[src/tcw_pkg.sv]
// package: constants for the timer compare waveform unit
package tcw_pkg;

  // ----------------------------------------
  // register byte offsets
  // ----------------------------------------
  localparam logic [11:0] OFS_CTRL   = 12'h000;
  localparam logic [11:0] OFS_COUNT  = 12'h004;
  localparam logic [11:0] OFS_CMP    = 12'h008;
  localparam logic [11:0] OFS_STATUS = 12'h00C;
  localparam logic [11:0] OFS_FORCE  = 12'h010;

  // ----------------------------------------
  // control, status and force field positions
  // ----------------------------------------
  localparam int CTRL_MODE_LSB   = 0;
  localparam int CTRL_ACTION_LSB = 2;
  localparam int CTRL_RUN_BIT    = 4;
  localparam int STAT_OVF_BIT    = 0;
  localparam int STAT_CMF_BIT    = 1;
  localparam int STAT_WAVE_BIT   = 2;
  localparam int FORCE_BIT       = 0;

  // ----------------------------------------
  // modes and actions
  // ----------------------------------------
  localparam logic [1:0] MODE_NORMAL = 2'h0;
  localparam logic [1:0] MODE_PHASE  = 2'h1;
  localparam logic [1:0] MODE_CLEAR  = 2'h2;
  localparam logic [1:0] MODE_FAST   = 2'h3;
  localparam logic [1:0] ACT_NONE    = 2'h0;
  localparam logic [1:0] ACT_TOGGLE  = 2'h1;
  localparam logic [1:0] ACT_CLEAR   = 2'h2;
  localparam logic [1:0] ACT_SET     = 2'h3;

  // ----------------------------------------
  // reset values and limits
  // ----------------------------------------
  localparam logic [7:0]  COUNT_MAX   = 8'hFF;
  localparam logic [7:0]  COUNT_ZERO  = 8'h00;
  localparam logic [31:0] PSLVERR_OFF = 32'h0000_0000;

endpackage : tcw_pkg

[src/tcw_sync.sv]
// module: two flip-flop synchroniser for one pin level
module tcw_sync
(
  // clock and reset
  input  wire logic pclk,
  input  wire logic presetn,
  // level
  input  wire logic din,
  output logic      dout
);

  logic meta_q;
  logic meta_d;
  logic sync_q;
  logic sync_d;

  always_comb
  begin
    meta_d = din;
    sync_d = meta_q;
  end

  always_ff @(posedge pclk or negedge presetn)
  begin
    if (!presetn)
    begin
      meta_q <= 1'b0;
      sync_q <= 1'b0;
    end
    else
    begin
      meta_q <= meta_d;
      sync_q <= sync_d;
    end
  end

  assign dout = sync_q;

endmodule : tcw_sync

[src/tcw_timer.sv]
// module: 8-bit timer counter with compare waveform unit and apb registers
//
// Implementation choices: the address map and the APB slave port.

module tcw_timer
(
  // apb slave
  input  wire logic        pclk,
  input  wire logic        presetn,
  input  wire logic        psel,
  input  wire logic        penable,
  input  wire logic        pwrite,
  input  wire logic [11:0] paddr,
  input  wire logic [31:0] pwdata,
  output logic [31:0]      prdata,
  output logic             pready,
  output logic             pslverr,
  // timer control
  input  wire logic        timer_tick,
  input  wire logic        sync_clear,
  // port pin
  input  wire logic        port_out_value,
  input  wire logic        waveform_pin_direction_bit,
  input  wire logic        pin_in,
  output logic             pin_out,
  output logic             pin_oe_n,
  output logic             pin_level
);

  // ----------------------------------------
  // state
  // ----------------------------------------
  logic [1:0] waveform_mode_select_q;
  logic [1:0] waveform_mode_select_d;
  logic [1:0] compare_output_action_q;
  logic [1:0] compare_output_action_d;
  logic       run_q;
  logic       run_d;
  logic [7:0] counter_value_q;
  logic [7:0] counter_value_d;
  logic [7:0] compare_value_q;
  logic [7:0] compare_value_d;
  logic [7:0] compare_buf_q;
  logic [7:0] compare_buf_d;
  logic       overflow_flag_q;
  logic       overflow_flag_d;
  logic       compare_match_flag_q;
  logic       compare_match_flag_d;
  logic       compare_waveform_bit_q;
  logic       compare_waveform_bit_d;
  logic       match_pend_q;
  logic       match_pend_d;
  logic       block_q;
  logic       block_d;
  logic [31:0] prdata_q;
  logic [31:0] prdata_d;

  // ----------------------------------------
  // bus decode
  // ----------------------------------------
  logic wr_en;
  logic rd_en;
  logic wr_ctrl;
  logic wr_count;
  logic wr_cmp;
  logic wr_stat;
  logic force_compare_strobe;
  logic tick;
  logic pwm_mode;
  logic equal;
  logic match;
  logic at_max;
  logic pin_sync;

  assign wr_en    = psel && penable && pwrite;
  assign rd_en    = psel && !penable && !pwrite;
  assign wr_ctrl  = wr_en && (paddr == tcw_pkg::OFS_CTRL);
  assign wr_count = wr_en && (paddr == tcw_pkg::OFS_COUNT);
  assign wr_cmp   = wr_en && (paddr == tcw_pkg::OFS_CMP);
  assign wr_stat  = wr_en && (paddr == tcw_pkg::OFS_STATUS);
  assign force_compare_strobe = wr_en && (paddr == tcw_pkg::OFS_FORCE)
                                && pwdata[tcw_pkg::FORCE_BIT];
  assign pready   = 1'b1;
  assign pslverr  = 1'b0;
  assign prdata   = prdata_q;

  assign tick     = timer_tick && run_q;
  assign pwm_mode = waveform_mode_select_q[0];
  assign at_max   = counter_value_q == tcw_pkg::COUNT_MAX;
  assign equal    = counter_value_q == compare_value_q;
  assign match    = equal && !block_q;

  // ----------------------------------------
  // pin input synchroniser
  // ----------------------------------------
  tcw_sync u_pin_sync
  (
    .pclk    (pclk),
    .presetn (presetn),
    .din     (pin_in),
    .dout    (pin_sync)
  );

  // ----------------------------------------
  // next state
  // ----------------------------------------
  always_comb
  begin
    waveform_mode_select_d  = waveform_mode_select_q;
    compare_output_action_d = compare_output_action_q;
    run_d                   = run_q;
    counter_value_d         = counter_value_q;
    compare_value_d         = compare_value_q;
    compare_buf_d           = compare_buf_q;
    overflow_flag_d         = overflow_flag_q;
    compare_match_flag_d    = compare_match_flag_q;
    compare_waveform_bit_d  = compare_waveform_bit_q;
    match_pend_d            = match_pend_q;
    block_d                 = block_q;
    prdata_d                = prdata_q;

    // control writes
    if (wr_ctrl)
    begin
      waveform_mode_select_d  = pwdata[tcw_pkg::CTRL_MODE_LSB +: 2];
      compare_output_action_d = pwdata[tcw_pkg::CTRL_ACTION_LSB +: 2];
      run_d                   = pwdata[tcw_pkg::CTRL_RUN_BIT];
    end

    // compare writes
    if (wr_cmp)
    begin
      compare_buf_d = pwdata[7:0];
      if (!pwm_mode)
      begin
        compare_value_d = pwdata[7:0];
      end
    end

    // status clear by writing one; hardware sets below win
    if (wr_stat && pwdata[tcw_pkg::STAT_OVF_BIT])
    begin
      overflow_flag_d = 1'b0;
    end
    if (wr_stat && pwdata[tcw_pkg::STAT_CMF_BIT])
    begin
      compare_match_flag_d = 1'b0;
    end

    // timer clock step
    if (tick)
    begin
      block_d      = 1'b0;
      match_pend_d = match;
      if (match_pend_q)
      begin
        compare_match_flag_d = 1'b1;
      end
      case (waveform_mode_select_q)
        tcw_pkg::MODE_NORMAL:
        begin
          counter_value_d = counter_value_q + 8'h01;
          if (at_max)
          begin
            overflow_flag_d = 1'b1;
          end
        end
        tcw_pkg::MODE_CLEAR:
        begin
          if (match)
          begin
            counter_value_d = tcw_pkg::COUNT_ZERO;
          end
          else
          begin
            counter_value_d = counter_value_q + 8'h01;
          end
          if (at_max)
          begin
            overflow_flag_d = 1'b1;
          end
        end
        tcw_pkg::MODE_FAST:
        begin
          counter_value_d = counter_value_q + 8'h01;
          if (at_max)
          begin
            overflow_flag_d = 1'b1;
            compare_value_d = compare_buf_q;
          end
        end
        default:
        begin
          counter_value_d = counter_value_q + 8'h01;
        end
      endcase

      // waveform action on match outside phase mode, and at the counter top in fast mode with clear or set
      if (!pwm_mode && match)
      begin
        case (compare_output_action_q)
          tcw_pkg::ACT_TOGGLE: compare_waveform_bit_d = !compare_waveform_bit_q;
          tcw_pkg::ACT_CLEAR:  compare_waveform_bit_d = 1'b0;
          tcw_pkg::ACT_SET:    compare_waveform_bit_d = 1'b1;
          default:             compare_waveform_bit_d = compare_waveform_bit_q;
        endcase
      end
      else if (waveform_mode_select_q == tcw_pkg::MODE_FAST)
      begin
        case (compare_output_action_q)
          tcw_pkg::ACT_CLEAR:
          begin
            if (match)
            begin
              compare_waveform_bit_d = 1'b0;
            end
            else if (at_max)
            begin
              compare_waveform_bit_d = 1'b1;
            end
          end
          tcw_pkg::ACT_SET:
          begin
            if (match)
            begin
              compare_waveform_bit_d = 1'b1;
            end
            else if (at_max)
            begin
              compare_waveform_bit_d = 1'b0;
            end
          end
          tcw_pkg::ACT_TOGGLE:
          begin
            if (match)
            begin
              compare_waveform_bit_d = !compare_waveform_bit_q;
            end
          end
          default:
          begin
            compare_waveform_bit_d = compare_waveform_bit_q;
          end
        endcase
      end
    end

    // force strobe, non-pwm only
    if (force_compare_strobe && !pwm_mode)
    begin
      case (compare_output_action_q)
        tcw_pkg::ACT_TOGGLE: compare_waveform_bit_d = !compare_waveform_bit_q;
        tcw_pkg::ACT_CLEAR:  compare_waveform_bit_d = 1'b0;
        tcw_pkg::ACT_SET:    compare_waveform_bit_d = 1'b1;
        default:             compare_waveform_bit_d = compare_waveform_bit_q;
      endcase
    end

    // counter write wins and blocks next match
    if (wr_count)
    begin
      counter_value_d = pwdata[7:0];
      block_d         = 1'b1;
      match_pend_d    = 1'b0;
    end

    // read data
    if (rd_en)
    begin
      case (paddr)
        tcw_pkg::OFS_CTRL:   prdata_d = {27'h0, run_q, compare_output_action_q,
                                         waveform_mode_select_q};
        tcw_pkg::OFS_COUNT:  prdata_d = {24'h0, counter_value_q};
        tcw_pkg::OFS_CMP:    prdata_d = {24'h0, compare_buf_q};
        tcw_pkg::OFS_STATUS: prdata_d = {28'h0, pin_sync, compare_waveform_bit_q,
                                         compare_match_flag_q, overflow_flag_q};
        default:             prdata_d = tcw_pkg::PSLVERR_OFF;
      endcase
    end

    // synchronous clear
    if (sync_clear)
    begin
      counter_value_d        = tcw_pkg::COUNT_ZERO;
      overflow_flag_d        = 1'b0;
      compare_match_flag_d   = 1'b0;
      compare_waveform_bit_d = 1'b0;
      match_pend_d           = 1'b0;
      block_d                = 1'b0;
    end
  end

  // ----------------------------------------
  // registers
  // ----------------------------------------
  always_ff @(posedge pclk or negedge presetn)
  begin
    if (!presetn)
    begin
      waveform_mode_select_q  <= tcw_pkg::MODE_NORMAL;
      compare_output_action_q <= tcw_pkg::ACT_NONE;
      run_q                   <= 1'b0;
      counter_value_q         <= tcw_pkg::COUNT_ZERO;
      compare_value_q         <= tcw_pkg::COUNT_ZERO;
      compare_buf_q           <= tcw_pkg::COUNT_ZERO;
      overflow_flag_q         <= 1'b0;
      compare_match_flag_q    <= 1'b0;
      compare_waveform_bit_q  <= 1'b0;
      match_pend_q            <= 1'b0;
      block_q                 <= 1'b0;
      prdata_q                <= tcw_pkg::PSLVERR_OFF;
    end
    else
    begin
      waveform_mode_select_q  <= waveform_mode_select_d;
      compare_output_action_q <= compare_output_action_d;
      run_q                   <= run_d;
      counter_value_q         <= counter_value_d;
      compare_value_q         <= compare_value_d;
      compare_buf_q           <= compare_buf_d;
      overflow_flag_q         <= overflow_flag_d;
      compare_match_flag_q    <= compare_match_flag_d;
      compare_waveform_bit_q  <= compare_waveform_bit_d;
      match_pend_q            <= match_pend_d;
      block_q                 <= block_d;
      prdata_q                <= prdata_d;
    end
  end

  // ----------------------------------------
  // pin override
  // ----------------------------------------
  always_comb
  begin
    pin_out   = (compare_output_action_q != tcw_pkg::ACT_NONE) ? compare_waveform_bit_q
                                                               : port_out_value;
    pin_oe_n  = !waveform_pin_direction_bit;
    pin_level = pin_sync;
  end

endmodule : tcw_timer

[config.mk]
export PLATFORM = sky130hd
export DESIGN_NAME = tcw_timer
export DESIGN_NICKNAME = d
export VERILOG_FILES = /design/src/tcw_pkg.sv /design/src/tcw_sync.sv /design/src/tcw_timer.sv
export SDC_FILE = /design/constraint.sdc
export NUM_CORES = 1
export LEC_CHECK = 0
export ABC_AREA = 1
export BUFFER_PORTS_ARGS = -buffer_cell sky130_fd_sc_hd__buf_2
export CAP_MARGIN = 20
export CORE_ASPECT_RATIO = 1.5
export CORE_MARGIN = 2
export CORE_UTILIZATION = 45
export DETAILED_ROUTE_END_ITERATION = 7
export GPL_ROUTABILITY_DRIVEN = 0
export PLACE_DENSITY_LB_ADDON = 0.1
export SETUP_SLACK_MARGIN = 0.02
export SYNTH_ARGS = -nofsm -noshare
export SYNTH_HDL_FRONTEND = slang
export SYNTH_SLANG_ARGS = --single-unit
[constraint.sdc]
create_clock -name pclk -period 1.6 [get_ports pclk]
set_input_delay 0.24 -clock pclk [delete_from_list [all_inputs] [get_ports pclk]]
set_output_delay 0.24 -clock pclk [all_outputs]
set_load 0.01 [all_outputs]
==> results.tsv <==
stage	metric	value	unit
logic_synthesis	Commonest cells post-synth	nand2_1 (117), inv_1 (59), dfrtp_1 (44), o21ai_0 (29), buf_4 (27)	
run_status	violated checks	setup timing	
floorplan	Initial Util	0.460	
floorplan	Die H	103	um
logic_synthesis	#FFs+latches synth	44	
layout	Syn-to-layout area delta	31.4	%
setup_path	critical path launch point type	flip-flop	
setup_path	worst-path maximum fanout	5	
cts	Clock Tree Buf Depth	2	
layout	final-stage net count	574	
logic_synthesis	Synth area leader	dfrtp_1	
power_and_ir_drop	Sw Ratio	0.270	
sta	Least-Margin Pin Slew	590	ps
global_routing	vias in the first global route	2846	
global_routing	largest net degree at the start of global routing	45	
sta	final hold viol count	0	
logic_synthesis	Post-Syn Instances	413	
floorplan	DIE AREA	7260	um2
layout	multi-input logic area	1610	um2
setup_path	Crit. End Element	output pin	
power_and_ir_drop	Comb pwr share	0.143	
place	dpl ws	-121	ps
logic_synthesis	Primary FF master, synth	dfrtp_1	
power_and_ir_drop	P_leak	2.12	nW
sta	Max Clock Skew	4.22	ps
min_path	HP Class	primary input to async pin	
power_and_ir_drop	Internal	1.73	mW
place	port buffer count	40	
power_and_ir_drop	Worst IR Drop VDD	0.531	mV
logic_synthesis	syn avg cell area	7.17	um2
global_routing	Tot GR Track Use	0.249	
layout	# diodes	0	
cts	worst skew pair latency	300	ps
global_routing	first-pass GRT wire length	13900	um
sta	endpoints failing setup	1	
logic_synthesis	top-area cell type share of the netlist area	0.372	
logic_synthesis	Synth cell types	34	
cts	Hold Buf Count CTS	0	
setup_path	critical path class	flip-flop to output pin	
place	placed insts	575	
flow_run	MaxCap Viol Count	0	
detailed_routing	via count	2969	
logic_synthesis	Seq/Total Area, Yosys	0.372	
sta	max frequency	0.618	GHz
layout	Reg area	1100	um2
logic_synthesis	number of flops mapped to enable cells by yosys	0	
power_and_ir_drop	PwrDens	607	nW/um2
global_routing	initial antenna violation count	0	
sta	post-route worst setup slack	-18.2	ps
setup_path	Required @ worst endpoint	1360	ps
logic_synthesis	FFs w/ async S/R, synth	1.00	
power_and_ir_drop	sequential power share	0.481	
floorplan	Die X-Extent	70.2	um
sta	RSZ-0062 raised after global routing	true	
cts	CTS tree	done	
cts	H-tree levels	2	
layout	layout cells sized above 1	0.330	
logic_synthesis	largest cells by area after synthesis	dfrtp_1 (37%), nand2_1 (15%), inv_1 (7.5%)	
logic_synthesis	most frequent cell after synthesis	nand2_1	
detailed_routing	DR pass1 iterations	4	
logic_synthesis	Cell Area, Synth	2960	um2
floorplan	IO Count	91	
sta	Final Max Tran Viols	0	
detailed_routing	DR vias/cell	5.02	
cts	Reg clk slew, reported paths	90	ps
detailed_routing	DRT antenna net count	0	
cts	Sink Count	44	
logic_synthesis	Synth Warn #	0	
detailed_routing	drt total wl	8550	um
layout	Final Non-Filler Cells	591	
floorplan	Core Box Area	6440	um2
sta	Tcrit/Tclk final	1.01	
power_and_ir_drop	clock power share	0.377	
global_routing	Overflow after GRT	0	
sta	Slew headroom	0.607	
setup_path	crit path DAT	1380	ps
sta	final hold slack	13.2	ps
detailed_routing	DRC errors left	0	
detailed_routing	Iteration-0 DRC Markers	135	
place	HPWL after detailed placement	6560	um
sta	min Tclk post-route	1620	ps
run_status	outcome	finished, violations left	
power_and_ir_drop	sw power	638	uW
layout	Layout fillers	617	
cts	Root Buffer	clkbuf_8	
sta	setup_tns	-18.2	ps
cts	Num CTS Buffers	5	
floorplan	# rows	36	
detailed_routing	WL per Instance	14.5	um
-- layout make-up --
class | count | area share
inverter | 65 | 0.0633
multi-input combinational | 297 | 0.412
timing repair buffer | 101 | 0.186
sequential | 44 | 0.284
clock inverter | 3 | 0.0122
clock buffer | 5 | 0.0177
tap | 76 | 0.0244
-- placed cells by master (no fill, tap or decap), types with 13 or more instances in the layout --
cell	instances
conb_1	26
nand2_1	102
o21ai_1	16
o21ai_0	22
buf_2	40
inv_1	54
buf_4	52
dfrtp_1	42
a21oi_1	13
nand2_2	14
nor2_1	15
nand3_1	22
-- power by group through the flow --
| stage | Clock [mW] | Sequential [mW] | Combinational, mW |
|---|---|---|---|
| 2_1_floorplan | 0 | 1.16 | 0.177 |
| 3_3_place_gp | 0 | 1.16 | 0.278 |
| 3_5_place_dp | 0 | 1.16 | 0.281 |
| 4_1_cts | 0.909 | 1.14 | 0.315 |
| 5_1_grt | 0.947 | 1.14 | 0.375 |
| 6_report | 0.890 | 1.14 | 0.338 |
-- critical path: stages (launching register included) --
cell,delay (ps)
dfrtp_1,470
inv_1,110
ha_1,200
o21ai_0,150
buf_2,150
-- state kept, by name (all words and copies together), names as in the netlist --
register / cells
compare_waveform_bit_q: 1
compare_match_flag_q: 1
u_pin_sync.dout: 1
prdata: 8
counter_value_q: 8
compare_output_action_q: 2
match_pend_q: 1
run_q: 1
compare_buf_q: 8
overflow_flag_q: 1
compare_value_q: 8
u_pin_sync.meta_q: 1
waveform_mode_select_q: 2
block_q: 1
-- logic make-up after synthesis --
| family | share of synthesized area |
|---|---|
| XOR/XNOR | 0.0177 |
| buffers and inverters | 0.159 |
| flip-flops | 0.372 |
| adder cells (fa/ha/maj) | 0.0253 |
| AO/OA/AOI/OAI | 0.150 |
| AND/OR/NAND/NOR | 0.274 |
| other | 0.00254 |
-- repair_timing --
item                       in CTS  in global routing
buffers inserted                7                  0
pin swaps                      13                 15
cloned                          1                  0
setup endpoints to repair      18                 22
gates resized for setup        29                 30
-- metal layers --
layer  wire, um  track usage
met5          0            0
met4        324        0.127
met3        363       0.0300
met2       4620        0.470
met1       3240        0.274
-- stage by stage --
| step | util | power [mW] | area [um2] |
|---|---|---|---|
| after detailed placement | 0.550 | 1.44 | 3540 |
| after floorplan | - | 1.34 | 3050 |
| after CTS | 0.592 | 2.36 | 3810 |
| after global placement | 0.550 | 1.44 | 3540 |
| final | 0.604 | 2.36 | 3890 |
| after global routing | 0.604 | 2.46 | 3890 |
-- path summary, 6_finish.rpt --
check                           cells after the start                        from  slack (ps)                         end
worst max-delay path                                4  compare_output_action_q[1]         -20                     pin_out
worst min-delay path                                2                     presetn          10           u_pin_sync.meta_q
worst max register to register                     12          counter_value_q[1]          10          counter_value_q[1]
worst min register to register                      0           u_pin_sync.meta_q         350             u_pin_sync.dout
max in group asynchronous                           2                     presetn        1150  compare_output_action_q[0]
min in group pclk                                   1                      pin_in          40           u_pin_sync.meta_q
(Power assumes the default switching activity.)
